**src/lcd_port_pkg.sv**
```systemverilog
// Operation
// - Enable bit turns port3 lines into strobe, select
// - Two-bit field stretches each bus access
// - Codes give 4.5/11, 3.5/9, 2.5/6, 1.5/3 plus 0.5
// - Command store makes one command write cycle
// - Command load makes one command read cycle
// - Data store/load make data write/read cycles
// - Command and data windows eight bits, reset zero
// - Enable and timing field reset to zero
package lcd_port_pkg;

  // ****************************************
  // Register map
  // ****************************************
  localparam logic [15:0] CTRL_ADDR = 16'h100D;
  localparam logic [15:0] CMD_ADDR = 16'h100E;
  localparam logic [15:0] DATA_ADDR = 16'h100F;
  localparam logic [7:0] REG_RESET = 8'h00;
  localparam int CTRL_EN_BIT = 0;
  localparam int CTRL_SPEED_LO = 1;
  localparam int CTRL_SPEED_HI = 2;

  // ****************************************
  // Phase lengths in half CPU clocks
  // ****************************************
  // Half clocks keep the 0.5 parts; the timer rounds each up to a whole CPU clock.
  localparam logic [4:0] SETUP_HALF_0 = 5'h09;
  localparam logic [4:0] SETUP_HALF_1 = 5'h07;
  localparam logic [4:0] SETUP_HALF_2 = 5'h05;
  localparam logic [4:0] SETUP_HALF_3 = 5'h03;
  localparam logic [4:0] ACCESS_HALF_0 = 5'h16;
  localparam logic [4:0] ACCESS_HALF_1 = 5'h12;
  localparam logic [4:0] ACCESS_HALF_2 = 5'h0C;
  localparam logic [4:0] ACCESS_HALF_3 = 5'h06;
  localparam logic [4:0] HOLD_HALF = 5'h01;

  typedef enum logic [1:0] {
    ST_IDLE = 2'b00,
    ST_SETUP = 2'b01,
    ST_ACCESS = 2'b10,
    ST_HOLD = 2'b11
  } bus_state_t;

endpackage

```
**src/phase_timer.sv**
```systemverilog
`timescale 1ns/100ps
// Counts half clocks of one phase; reports done on its last count.
module phase_timer
  import lcd_port_pkg::*;
#(
  parameter int W = 5
) (
  input wire logic clk,
  input wire logic rst_n,
  input wire logic load,
  input wire logic [W-1:0] half_count,
  output logic done
);

  logic [W-1:0] count_reg;
  logic [W-1:0] count_next;

  // Each core cycle removes two half clocks; a remainder of one still takes a whole cycle.
  always_comb begin
    if (load) begin
      count_next = half_count;
    end else if (count_reg > W'(2)) begin
      count_next = count_reg - W'(2);
    end else begin
      count_next = '0;
    end
  end

  // Registers the remaining half clocks.
  always_ff @(posedge clk) begin
    if (!rst_n) begin
      count_reg <= '0;
    end else begin
      count_reg <= count_next;
    end
  end

  // Done looks only at the count, since the sequencer reloads on done.
  assign done = (count_reg <= W'(2));

endmodule

```
**src/lcd_module_bus_port.sv**
```systemverilog
`timescale 1ns/100ps
module lcd_module_bus_port
  import lcd_port_pkg::*;
(
  // Clock and reset
  input wire logic CORE_CLK,
  input wire logic RSTN,
  // CPU register access
  input wire logic [15:0] CPU_ADDR,
  input wire logic CPU_WR,
  input wire logic CPU_RD,
  input wire logic [7:0] CPU_WDATA,
  output logic [7:0] CPU_RDATA,
  output logic CPU_WAIT,
  // General port 3 lines 1 and 0 when interface is off
  input wire logic PORT3_LINE_ONE_GPIO,
  input wire logic PORT3_LINE_ZERO_GPIO,
  // Display bus pins
  output logic PORT3_LINE_ONE,
  output logic PORT3_LINE_ZERO,
  input wire logic [7:0] DISPLAY_DATA_IN,
  output logic [7:0] DISPLAY_DATA_OUT,
  output logic DISPLAY_DATA_OE,
  output logic DISPLAY_IS_DATA
);

  logic [2:0] ctrl_reg, ctrl_next;
  logic [7:0] cmd_reg, cmd_next;
  logic [7:0] data_reg, data_next;
  bus_state_t state_reg, state_next;
  logic rd_reg, rd_next;
  logic is_data_reg, is_data_next;
  logic strobe_reg, strobe_next;
  logic select_reg, select_next;
  logic oe_reg, oe_next;
  logic [7:0] dout_reg, dout_next;
  logic [7:0] rdata_reg, rdata_next;
  logic wait_reg, wait_next;
  logic [4:0] setup_half, access_half, load_half;
  logic timer_load, timer_done, win_hit;

  // ****************************************
  // Timing selection
  // ****************************************
  // The speed field picks set-up and access lengths; hold is fixed.
  always_comb begin
    case (ctrl_reg[CTRL_SPEED_HI:CTRL_SPEED_LO])
      2'b00: begin
        setup_half = SETUP_HALF_0;
        access_half = ACCESS_HALF_0;
      end
      2'b01: begin
        setup_half = SETUP_HALF_1;
        access_half = ACCESS_HALF_1;
      end
      2'b10: begin
        setup_half = SETUP_HALF_2;
        access_half = ACCESS_HALF_2;
      end
      default: begin
        setup_half = SETUP_HALF_3;
        access_half = ACCESS_HALF_3;
      end
    endcase
  end

  phase_timer #(
    .W(5)
  ) u_timer (
    .clk(CORE_CLK),
    .rst_n(RSTN),
    .load(timer_load),
    .half_count(load_half),
    .done(timer_done)
  );

  // Flags an access to either display window.
  assign win_hit = (CPU_ADDR == CMD_ADDR) || (CPU_ADDR == DATA_ADDR);

  // ****************************************
  // Register file and bus sequencer
  // ****************************************
  // Window accesses with the interface enabled run a full display cycle while the CPU is held off.
  always_comb begin
    ctrl_next = ctrl_reg;
    cmd_next = cmd_reg;
    data_next = data_reg;
    state_next = state_reg;
    rd_next = rd_reg;
    is_data_next = is_data_reg;
    strobe_next = strobe_reg;
    select_next = select_reg;
    oe_next = oe_reg;
    dout_next = dout_reg;
    rdata_next = rdata_reg;
    wait_next = wait_reg;
    timer_load = 1'b0;
    load_half = setup_half;
    case (state_reg)
      ST_IDLE: begin
        wait_next = 1'b0;
        strobe_next = 1'b0;
        oe_next = 1'b0;
        if (CPU_WR && (CPU_ADDR == CTRL_ADDR)) begin
          ctrl_next = CPU_WDATA[2:0];
        end else if (CPU_RD && (CPU_ADDR == CTRL_ADDR)) begin
          rdata_next = {5'h00, ctrl_reg};
        end else if ((CPU_WR || CPU_RD) && win_hit && ctrl_reg[CTRL_EN_BIT]) begin
          // Select and data settle first; strobe rises after set-up.
          rd_next = CPU_RD;
          is_data_next = (CPU_ADDR == DATA_ADDR);
          select_next = CPU_RD;
          oe_next = CPU_WR;
          if (CPU_WR && (CPU_ADDR == DATA_ADDR)) begin
            data_next = CPU_WDATA;
          end else if (CPU_WR) begin
            cmd_next = CPU_WDATA;
          end
          dout_next = CPU_WDATA;
          wait_next = 1'b1;
          timer_load = 1'b1;
          state_next = ST_SETUP;
        end else if (CPU_RD && win_hit) begin
          // Disabled interface: windows act as plain storage.
          rdata_next = (CPU_ADDR == DATA_ADDR) ? data_reg : cmd_reg;
        end else if (CPU_WR && (CPU_ADDR == DATA_ADDR)) begin
          data_next = CPU_WDATA;
        end else if (CPU_WR && (CPU_ADDR == CMD_ADDR)) begin
          cmd_next = CPU_WDATA;
        end
      end
      ST_SETUP: begin
        if (timer_done) begin
          strobe_next = 1'b1;
          timer_load = 1'b1;
          load_half = access_half;
          state_next = ST_ACCESS;
        end
      end
      ST_ACCESS: begin
        if (timer_done) begin
          strobe_next = 1'b0;
          timer_load = 1'b1;
          load_half = HOLD_HALF;
          state_next = ST_HOLD;
          if (rd_reg) begin
            // Sample read data at the strobe's falling edge.
            if (is_data_reg) begin
              data_next = DISPLAY_DATA_IN;
            end else begin
              cmd_next = DISPLAY_DATA_IN;
            end
            rdata_next = DISPLAY_DATA_IN;
          end
        end
      end
      ST_HOLD: begin
        if (timer_done) begin
          oe_next = 1'b0;
          select_next = 1'b0;
          wait_next = 1'b0;
          state_next = ST_IDLE;
        end
      end
      default: begin
        state_next = ST_IDLE;
      end
    endcase
  end

  // Registers the control, window and sequencer state.
  always_ff @(posedge CORE_CLK) begin
    if (!RSTN) begin
      ctrl_reg <= 3'h0;
      cmd_reg <= REG_RESET;
      data_reg <= REG_RESET;
      state_reg <= ST_IDLE;
      rd_reg <= 1'b0;
      is_data_reg <= 1'b0;
      strobe_reg <= 1'b0;
      select_reg <= 1'b0;
      oe_reg <= 1'b0;
      dout_reg <= 8'h00;
      rdata_reg <= 8'h00;
      wait_reg <= 1'b0;
    end else begin
      ctrl_reg <= ctrl_next;
      cmd_reg <= cmd_next;
      data_reg <= data_next;
      state_reg <= state_next;
      rd_reg <= rd_next;
      is_data_reg <= is_data_next;
      strobe_reg <= strobe_next;
      select_reg <= select_next;
      oe_reg <= oe_next;
      dout_reg <= dout_next;
      rdata_reg <= rdata_next;
      wait_reg <= wait_next;
    end
  end

  // ****************************************
  // Pin multiplexing
  // ****************************************
  // Port lines carry general data unless the interface is enabled.
  logic p1_reg, p0_reg, p1_next, p0_next;
  always_comb begin
    p1_next = ctrl_next[CTRL_EN_BIT] ? strobe_next : PORT3_LINE_ONE_GPIO;
    p0_next = ctrl_next[CTRL_EN_BIT] ? select_next : PORT3_LINE_ZERO_GPIO;
  end

  // Registers the pin values.
  always_ff @(posedge CORE_CLK) begin
    if (!RSTN) begin
      p1_reg <= 1'b0;
      p0_reg <= 1'b0;
    end else begin
      p1_reg <= p1_next;
      p0_reg <= p0_next;
    end
  end

  // Outputs come straight from registers.
  assign PORT3_LINE_ONE = p1_reg;
  assign PORT3_LINE_ZERO = p0_reg;
  assign DISPLAY_DATA_OUT = dout_reg;
  assign DISPLAY_DATA_OE = oe_reg;
  assign DISPLAY_IS_DATA = is_data_reg;
  assign CPU_RDATA = rdata_reg;
  assign CPU_WAIT = wait_reg;

endmodule

```
**config.mk**
```make
export PLATFORM = sky130hd
export DESIGN_NAME = lcd_module_bus_port
export DESIGN_NICKNAME = d
export VERILOG_FILES = /design/src/lcd_port_pkg.sv /design/src/phase_timer.sv /design/src/lcd_module_bus_port.sv
export SDC_FILE = /design/constraint.sdc
export NUM_CORES = 1
export LEC_CHECK = 0
export ABC_AREA = 1
export BUFFER_PORTS_ARGS = -buffer_cell sky130_fd_sc_hd__buf_4
export CAP_MARGIN = 30
export CORE_AREA = 2 2 74 76
export CTS_CLUSTER_SIZE = 40
export DETAILED_ROUTE_END_ITERATION = 6
export DIE_AREA = 0 0 76 78
export GPL_TIMING_DRIVEN = 1
export PLACE_DENSITY = 0.82
export SYNTH_ARGS = -nofsm -noshare
export SYNTH_HDL_FRONTEND = slang
export SYNTH_SLANG_ARGS = --single-unit
```
**constraint.sdc**
```tcl
create_clock -name CORE_CLK -period 3.7 [get_ports CORE_CLK]
set_input_delay 0.185 -clock CORE_CLK [delete_from_list [all_inputs] [get_ports CORE_CLK]]
set_output_delay 0.185 -clock CORE_CLK [all_outputs]
set_load 0.1 [all_outputs]
```
==> results.json, run 1 <==
{
  "dp_hpwl_um": 5167,
  "mappedNetlistArea_um2": 2897,
  "holdBufCountCts": 0,
  "finalSetupViolations": 0,
  "finClkSkew_ns": 0.007014,
  "internal_power_mw": 0.8257,
  "ys_ff_latch": 50,
  "dp_cells": 564,
  "dp_slack_ns": 1.383,
  "r2r_slack_ns": 1.35,
  "critical_path.top_delay_family": "simple AND/OR/NAND/NOR gates",
  "drt_wl_total_um": 7141,
  "async_flop_share": 0,
  "post-route-util": 0.6844,
  "min_to": "DISPLAY_DATA_OUT[7]",
  "avgSynthCellArea_um2": 6.437,
  "slowest_delay_ns": 0.41,
  "path_class": "flip-flop to flip-flop",
  "coreArea_um2": 5042,
  "status": "finished, final reports clean",
  "die_w_um": 76,
  "fill_cells": 475,
  "ant_nets": 0,
  "switching_share": 0.2720,
  "ys_seq_area_frac": 0.3456,
  "fmax_mhz": 425.4,
  "avgViaCountPerCell": 5.144,
  "htreeDepth": 2,
  "rr_startpoint": "state_reg[0]",
  "crit_fanout": 19,
  "leakagePower_nw": 1.698,
  "worst_setup_path_start_kind": "flip-flop",
  "cts_resized": 0,
  "layoutNonFillerInstCount": 571,
  "grt_usage": 0.2463,
  "synthToLayoutAreaGrowth_pct": 19.14,
  "cts_tree": "built",
  "antenna_found_initial": 0,
  "hold_start": "CPU_WDATA[7]",
  "grt_max_degree": 31,
  "dieArea_um2": 5928,
  "cts-root-buf": "clkbuf_8",
  "path_clk_slew_ns": 0.09,
  "worst_slew_pin_slew_ns": 0.7520,
  "maxCapViolations": 0,
  "postCtsSetupBuffers": 0,
  "maxSlewViolCount": 0,
  "worst_slack_ns": 1.349,
  "syn_nets": 499,
  "clkSinkCount": 50,
  "cp.required_ns": 3.91,
  "synth_cell_types": 34,
  "antenna_cells": 0,
  "dieHeight_um": 78,
  "power.density_nw_per_um2": 328.7,
  "worst_path_max_delay_cell": "ha_1",
  "post-route-period-util": 0.6354,
  "fin_crit_ns": 2.351,
  "path_buf_inv": 2,
  "p_clk_frac": 0.338,
  "path_cells": "inv_1 -> ha_1 -> inv_2 -> o21a_1 -> nand2_1 -> nor2_1 -> nand2_2 -> nor2_4 -> nand2_1 -> nand2_1 -> nor2_1",
  "ir_drop_uv": 191.2,
  "globalRouteOverflowTotal": 0,
  "drtIter0Drc": 166,
  "hold_violations": 0,
  "synth-edff-count": 0,
  "layout.nets": 550,
  "place_congestion": 0.8370,
  "port_buffers": 58,
  "drive_gt1_frac": 0.1776,
  "syn-instance-count": 450,
  "clk_latency_ns": 0.31,
  "hold_path.class": "input port to flip-flop",
  "reg2reg_to": "cmd_reg[3]",
  "vias": 2937,
  "maxSlewHeadroom": 0.4981,
  "io_pins": 59,
  "seq_area_um2": 1001,
  "end_kind": "flip-flop",
  "finalSetupTns_ns": 0,
  "r2r_cells": 11,
  "numCtsBuffers": 5,
  "rows": 26,
  "clockBufferDepth": 2,
  "p_comb_frac": 0.170,
  "rsz0062_at_grt": "false",
  "holdPathStages": 3,
  "start_util": 0.5744,
  "drc": 0,
  "power.switching_mw": 0.3085,
  "grt_pass1_wl_um": 11990,
  "grt_pass1_vias": 2727,
  "synth_ff_type": "dfxtp_1",
  "worstPathArrival_ns": 2.56,
  "cp_common_cell": "nand2_1",
  "seqPwrFrac": 0.492,
  "multi_input_area_um2": 1612,
  "wl_per_cell_um": 12.51,
  "yosys_warnings": 0,
  "drt_first_pass_iters": 5
}
placed cells by master (no fill, tap or decap), types with 4 or more instances in the layout:
master      n
o21ai_0    17
nand2_2     4
nand2_1   137
nor2_1     63
ha_1       11
a21oi_1    27
nor2_2      7
a21boi_0    8
nand3_1    34
buf_4      58
inv_1      51
clkbuf_8    5
dfxtp_1    50
per-stage QoR:
step	hold slack (ns)	instance area (µm²)	power, mW
finish	0.1418	3451	1.134
global route	0.1282	3451	1.188
CTS	0.1377	3451	1.134
detailed placement	0.4564	3343	0.7612
global placement	0.4392	3343	0.7569
floorplan	0.3275	2897	0.7033
logic make-up after synthesis:
group / share of synthesized area
xor+xnor: 0.006049
fa+ha+maj: 0.04752
simple gates: 0.3814
flops: 0.3456
compound gates: 0.1214
buf+inv: 0.09805
area by class of cell:
| cell class | instances | share of cell area |
|---|---|---|
| multi-input combinational | 331 | 0.4670 |
| inverter | 55 | 0.06019 |
| timing repair buffer | 58 | 0.1262 |
| tap | 70 | 0.02538 |
| sequential | 50 | 0.2901 |
| clock buffer | 5 | 0.01994 |
| clock inverter | 2 | 0.01124 |
cells in the mapped netlist (4+ instances only):
master / n / share of area
dfxtp_1: 50 / 0.35
a21boi_0: 8 / 0.021
nor2_2: 7 / 0.015
buf_2: 4 / 0.0069
a21oi_1: 27 / 0.047
nand3_1: 34 / 0.059
nand2_2: 4 / 0.0086
inv_1: 51 / 0.066
clkbuf_1: 8 / 0.010
nor2_1: 63 / 0.082
nand2_1: 137 / 0.18
o21ai_0: 17 / 0.029
ha_1: 11 / 0.048
how the worst max path moves through the flow:
stage                                from          to  slack, ns  cells after the start
after floorplan           DISPLAY_IS_DATA  cmd_reg[2]       1.91                      6
after global placement       state_reg[0]  cmd_reg[7]       1.52                     11
after detailed placement     state_reg[0]  cmd_reg[3]       1.38                     11
after CTS                    state_reg[0]  cmd_reg[3]       1.39                     11
after global routing         state_reg[0]  cmd_reg[5]       1.13                     11
final                        state_reg[0]  cmd_reg[3]       1.35                     11
worst register-to-register path, delay by kind of cell (launching register included):
kind / cells / cell delay, ns
fa+ha+maj: 1 / 0.42
buf+inv: 2 / 0.42
simple gates: 7 / 0.87
compound gates: 1 / 0.15
flops: 1 / 0.40
power groups by stage:
stage / logic (mW) / clock network, mW / registers (mW)
final: 0.192 / 0.383 / 0.558
after global routing: 0.214 / 0.414 / 0.560
after CTS: 0.192 / 0.384 / 0.558
after detailed placement: 0.191 / 0 / 0.571
after global placement: 0.187 / 0 / 0.570
after floorplan: 0.126 / 0 / 0.578
layer usage:
metal | global-route usage | share of wire
met3 | 0.04651 | 0.058
met4 | 0.08909 | 0.019
met2 | 0.4259 | 0.47
met5 | 0 | 0
met1 | 0.3076 | 0.45
Note: power is estimated with default switching activity, not from simulation.
==> inputs of run 2 (changes only) <==
CORE_AREA = 2 2 76 78   (was 2 2 74 76)
DIE_AREA = 0 0 78 80   (was 0 0 76 78)
PLACE_DENSITY = 0.78   (was 0.82)
clock period = 2.2 ns   (was 3.7 ns; I/O delays follow)
==> results.json, run 2 (synthesis results as in run 1) <==
{
  "status": "finished, final reports clean",
  "place_congestion": 0.8754,
  "synthToLayoutAreaGrowth_pct": 21.43,
  "cp.required_ns": 2.40,
  "numCtsBuffers": 5,
  "hold_violations": 0,
  "grt_max_degree": 31,
  "avgViaCountPerCell": 5.081,
  "path_buf_inv": 2,
  "io_pins": 59,
  "dieArea_um2": 6240,
  "ant_nets": 0,
  "coreArea_um2": 5405,
  "dp_hpwl_um": 5166,
  "vias": 2947,
  "grt_pass1_wl_um": 11610,
  "leakagePower_nw": 1.732,
  "holdBufCountCts": 0,
  "worst_path_max_delay_cell": "dfxtp_1",
  "path_clk_slew_ns": 0.09,
  "globalRouteOverflowTotal": 0,
  "worst_slack_ns": 0.2388,
  "wl_per_cell_um": 12.27,
  "drt_wl_total_um": 7117,
  "maxCapViolations": 0,
  "path_cells": "inv_1 -> ha_2 -> or2_1 -> o21a_1 -> nand2_1 -> nor2_1 -> nand2_2 -> nor2_4 -> buf_4 -> nand2_1 -> nand2_1 -> nor2_1",
  "finalSetupTns_ns": 0,
  "power.switching_mw": 0.5090,
  "die_w_um": 78,
  "seqPwrFrac": 0.495,
  "htreeDepth": 2,
  "drive_gt1_frac": 0.1929,
  "multi_input_area_um2": 1617,
  "hold_path.class": "input port to flip-flop",
  "grt_usage": 0.2307,
  "switching_share": 0.2682,
  "drtIter0Drc": 228,
  "cts-root-buf": "clkbuf_8",
  "post_dp_cell_area_um2": 3376,
  "worst_setup_path_start_kind": "flip-flop",
  "internal_power_mw": 1.389,
  "finalSetupViolations": 0,
  "layout.nets": 556,
  "maxSlewViolCount": 0,
  "final_common_cell": "nand2_1",
  "start_util": 0.5359,
  "drt_first_pass_iters": 5,
  "maxSlewHeadroom": 0.5288,
  "p_clk_frac": 0.338,
  "clk_latency_ns": 0.30,
  "critical_path.top_delay_family": "simple AND/OR/NAND/NOR gates",
  "end_kind": "flip-flop",
  "dieHeight_um": 80,
  "post-route-period-util": 0.8914,
  "worstPathArrival_ns": 2.16,
  "drc": 0,
  "fin_crit_ns": 1.961,
  "crit_fanout": 9,
  "cp_common_cell": "nand2_1",
  "ir_drop_uv": 314.8,
  "antenna_found_initial": 0,
  "fill_cells": 518,
  "clkSinkCount": 50,
  "dp_slack_ns": 0.05262,
  "port_buffers": 58,
  "path_class": "flip-flop to flip-flop",
  "grt_pass1_vias": 2662,
  "power.density_nw_per_um2": 539.6,
  "rows": 27,
  "rsz0062_at_grt": "false",
  "seq_area_um2": 1001,
  "cts_tree": "built",
  "final_cell_mix": "137 x nand2_1, 63 x nor2_1, 63 x buf_4, 51 x inv_1, 50 x dfxtp_1",
  "postLayoutCellArea_um2": 3517,
  "antenna_cells": 0,
  "fmax_mhz": 509.9,
  "slowest_delay_ns": 0.35,
  "p_comb_frac": 0.167,
  "clockBufferDepth": 2,
  "worst_slew_pin_slew_ns": 0.7060,
  "finClkSkew_ns": 0.009562
}
run 2: worst paths after layout:
| kind | to | cells past startpoint | slack, ns | startpoint |
|---|---|---|---|---|
| max | cmd_reg[0] | 12 | 0.24 | state_reg[0] |
| max reg2reg | cmd_reg[0] | 12 | 0.24 | state_reg[0] |
| min reg2reg | DISPLAY_DATA_OUT[5] | 2 | 0.47 | DISPLAY_DATA_OUT[5] |
| min | PORT3_LINE_ONE | 3 | 0.06 | PORT3_LINE_ONE_GPIO |
run 2: area by class of cell:
type                            count  area share
Inverter                           55     0.05905
Timing Repair Buffer               64      0.1402
Sequential cell                    50      0.2846
Multi-Input combinational cell    331      0.4596
Tap cell                           72     0.02561
Clock inverter                      3     0.01138
Clock buffer                        5     0.01957
run 2: per-stage QoR:
step / hold WS, ns / power [mW] / cells / utilization
floorplan: 0.2525 / 1.183 / 450 / -
global placement: 0.3725 / 1.269 / 570 / 0.6245
detailed placement: 0.3665 / 1.276 / 570 / 0.6245
CTS: 0.05182 / 1.906 / 578 / 0.6447
global route: 0.05624 / 1.992 / 580 / 0.6507
finish: 0.05531 / 1.898 / 580 / 0.6507
run 2: power groups by stage:
stage          combinational (mW)  clock (mW)  sequential (mW)
6_report                    0.318       0.642            0.939
5_1_grt                     0.355       0.696            0.941
4_1_cts                     0.316       0.651            0.939
3_5_place_dp                0.315           0            0.960
3_3_place_gp                0.310           0            0.959
2_1_floorplan               0.211           0            0.972
run 2: what timing repair did:
| item | 4_1_cts | 5_1_grt |
|---|---|---|
| hold endpoints to repair | 0 | 0 |
| endpoints found under the setup margin | 0 | 19 |
| gates resized for setup | 0 | 2 |
| buffers inserted | 0 | 2 |
run 2: layer usage:
| layer | share of wire | GRT usage | wire length [µm] |
|---|---|---|---|
| met1 | 0.43 | 0.2883 | 3031 |
| met2 | 0.49 | 0.3991 | 3455 |
| met3 | 0.076 | 0.04412 | 540 |
| met4 | 0.013 | 0.07719 | 89 |
| met5 | 0 | 0 | 0 |
run 2: worst register-to-register path, delay by kind of cell (launching register included):
family	cells	cell delay [ns]
simple gates	8	0.78
flops	1	0.35
fa+ha+maj	1	0.34
buf+inv	2	0.27
compound gates	1	0.11
==> inputs of run 3 (changes only) <==
ABC_AREA = 0   (was 1)
CORE_AREA = 2 2 75 77   (was 2 2 76 78)
DIE_AREA = 0 0 77 79   (was 0 0 78 80)
==> results.json, run 3 <==
{
  "syn-instance-count": 330,
  "drc": 0,
  "clockBufferDepth": 2,
  "synth_top_area_cell": "dfxtp_1",
  "crit_fanout": 8,
  "maxSlewViolCount": 0,
  "finClkSkew_ns": 0.01249,
  "status": "finished, final reports clean",
  "dp_hpwl_um": 4715,
  "numCtsBuffers": 5,
  "power_mw": 2.058,
  "cts-root-buf": "clkbuf_8",
  "clk_latency_ns": 0.31,
  "grt_max_degree": 60,
  "ys_seq_area_frac": 0.3568,
  "hold_violations": 0,
  "end_kind": "flip-flop",
  "power.density_nw_per_um2": 601.0,
  "cts_tree": "built",
  "final_common_cell": "buf_4",
  "rsz0062_at_grt": "false",
  "final_cell_mix": "68 x buf_4, 55 x nand2_1, 50 x dfxtp_1, 39 x mux2i_1, 27 x nor2b_1",
  "place_congestion": 0.9035,
  "leakagePower_nw": 1.512,
  "drt_first_pass_iters": 4,
  "post-route-util": 0.6416,
  "path_cells": "inv_1 -> ha_1 -> inv_1 -> a2bb2oi_1 -> nor2_1 -> and3_1 -> mux2i_1",
  "avgSynthCellArea_um2": 8.501,
  "fmax_mhz": 493.5,
  "dieHeight_um": 79,
  "htreeDepth": 2,
  "die_w_um": 77,
  "worstPathArrival_ns": 2.27,
  "power.switching_mw": 0.6484,
  "finalSetupViolations": 0,
  "internal_power_mw": 1.410,
  "synth.top_cell.area_share": 0.3568,
  "antenna_found_initial": 0,
  "avgViaCountPerCell": 5.377,
  "port_buffers": 58,
  "synth_area_leaders": "dfxtp_1 36%, mux2i_1 14%, nand2_1 7.4%",
  "switching_share": 0.3150,
  "vias": 2484,
  "drt_wl_total_um": 6508,
  "seqPwrFrac": 0.471,
  "cts_resized": 0,
  "path_clk_slew_ns": 0.10,
  "clkSinkCount": 50,
  "worst_slew_pin_slew_ns": 0.5207,
  "wl_per_cell_um": 14.09,
  "dp_cells": 454,
  "synthToLayoutAreaGrowth_pct": 22.08,
  "p_clk_frac": 0.273,
  "worst_setup_path_start_kind": "flip-flop",
  "whs_ns": 0.06970,
  "synth_ff_type": "dfxtp_1",
  "drive_gt1_frac": 0.2256,
  "layout.nets": 438,
  "post-route-period-util": 0.9211,
  "cp.required_ns": 2.44,
  "maxSlewHeadroom": 0.6529,
  "postCtsSetupBuffers": 0,
  "io_pins": 59,
  "cp_common_cell": "inv_1",
  "ir_drop_uv": 336.5,
  "worst_path_max_delay_cell": "and3_1",
  "start_util": 0.5256,
  "p_comb_frac": 0.255,
  "ant_nets": 0,
  "async_flop_share": 0,
  "grt_usage": 0.2257,
  "antenna_cells": 0,
  "holdBufCountCts": 0,
  "globalRouteOverflowTotal": 0,
  "grt_pass1_wl_um": 11130,
  "fin_crit_ns": 2.026,
  "mappedNetlistArea_um2": 2805,
  "drtIter0Drc": 186,
  "hold_path.class": "input port to flip-flop",
  "path_buf_inv": 2,
  "path_class": "flip-flop to flip-flop",
  "grt_pass1_vias": 2420,
  "fill_cells": 473,
  "synth_common_cells": "55 x nand2_1, 50 x dfxtp_1, 39 x mux2i_1, 27 x nor2b_1, 23 x o21ai_0",
  "rows": 27,
  "dieArea_um2": 6083,
  "synth.most_common_cell": "nand2_1",
  "synth-edff-count": 0,
  "syn_nets": 379,
  "slowest_delay_ns": 0.50,
  "synth_cell_types": 46,
  "maxCapViolations": 0,
  "coreArea_um2": 5338,
  "critical_path.top_delay_family": "simple AND/OR/NAND/NOR gates",
  "layoutNonFillerInstCount": 462,
  "ys_ff_latch": 50,
  "yosys_warnings": 0,
  "finalSetupTns_ns": 0
}
run 3: kinds of logic after synthesis:
family / count (synthesis) / share of synthesized area
and+or+nand+nor: 137 / 0.2663
AOI/OAI and AO/OA: 59 / 0.1253
DFF: 50 / 0.3568
muxes: 43 / 0.1552
buffers and inverters: 29 / 0.04416
adders and majority gates: 11 / 0.04906
xor gates and xnor gates: 1 / 0.003123
run 3: cell type report:
cell class	count	area [µm²]	area share
clock buffer	5	68.82	0.02010
clock inverter	3	25.02	0.007307
inverter	13	48.80	0.01425
multi-input combinational	251	1680	0.4907
sequential	50	1001	0.2923
tap	72	90.09	0.02631
timing repair buffer	68	510.5	0.1491
run 3: path summary, 6_finish.rpt:
path / end / slack (ns) / from / cells after the start
setup / recovery: data_reg[3] / 0.17 / state_reg[0] / 7
setup reg to reg: data_reg[3] / 0.17 / state_reg[0] / 7
hold reg to reg: cmd_reg[5] / 0.47 / cmd_reg[5] / 2
hold / removal: PORT3_LINE_ONE / 0.07 / PORT3_LINE_ONE_GPIO / 3
run 3: metrics by stage:
step	area (µm²)	worst slack, ns
after floorplan	2805	0.3455
after global placement	3331	0.2059
after detailed placement	3331	0.1727
after CTS	3425	0.1742
after global routing	3425	0.004088
final	3425	0.1737
run 3: tightest hold or removal path: cells and delay by family:
family                 cells  cell delay (ns)
buffers and inverters      1             0.07
and+or+nand+nor            1             0.10
muxes                      1             0.06
run 3: power groups by stage:
stage / Combinational (mW) / Clock (mW) / Sequential, mW
detailed placement: 0.522 / 0 / 0.990
global placement: 0.518 / 0 / 0.988
floorplan: 0.339 / 0 / 0.997
CTS: 0.526 / 0.579 / 0.970
finish: 0.526 / 0.562 / 0.970
global route: 0.588 / 0.614 / 0.975
run 3: layer usage:
metal,vias to the layer above,share of wire,track usage
met5,-,0,0
met4,0,0.0092,0.06786
met3,7,0.065,0.05227
met2,75,0.45,0.3728
met1,1139,0.48,0.2959
li1,1263,-,-
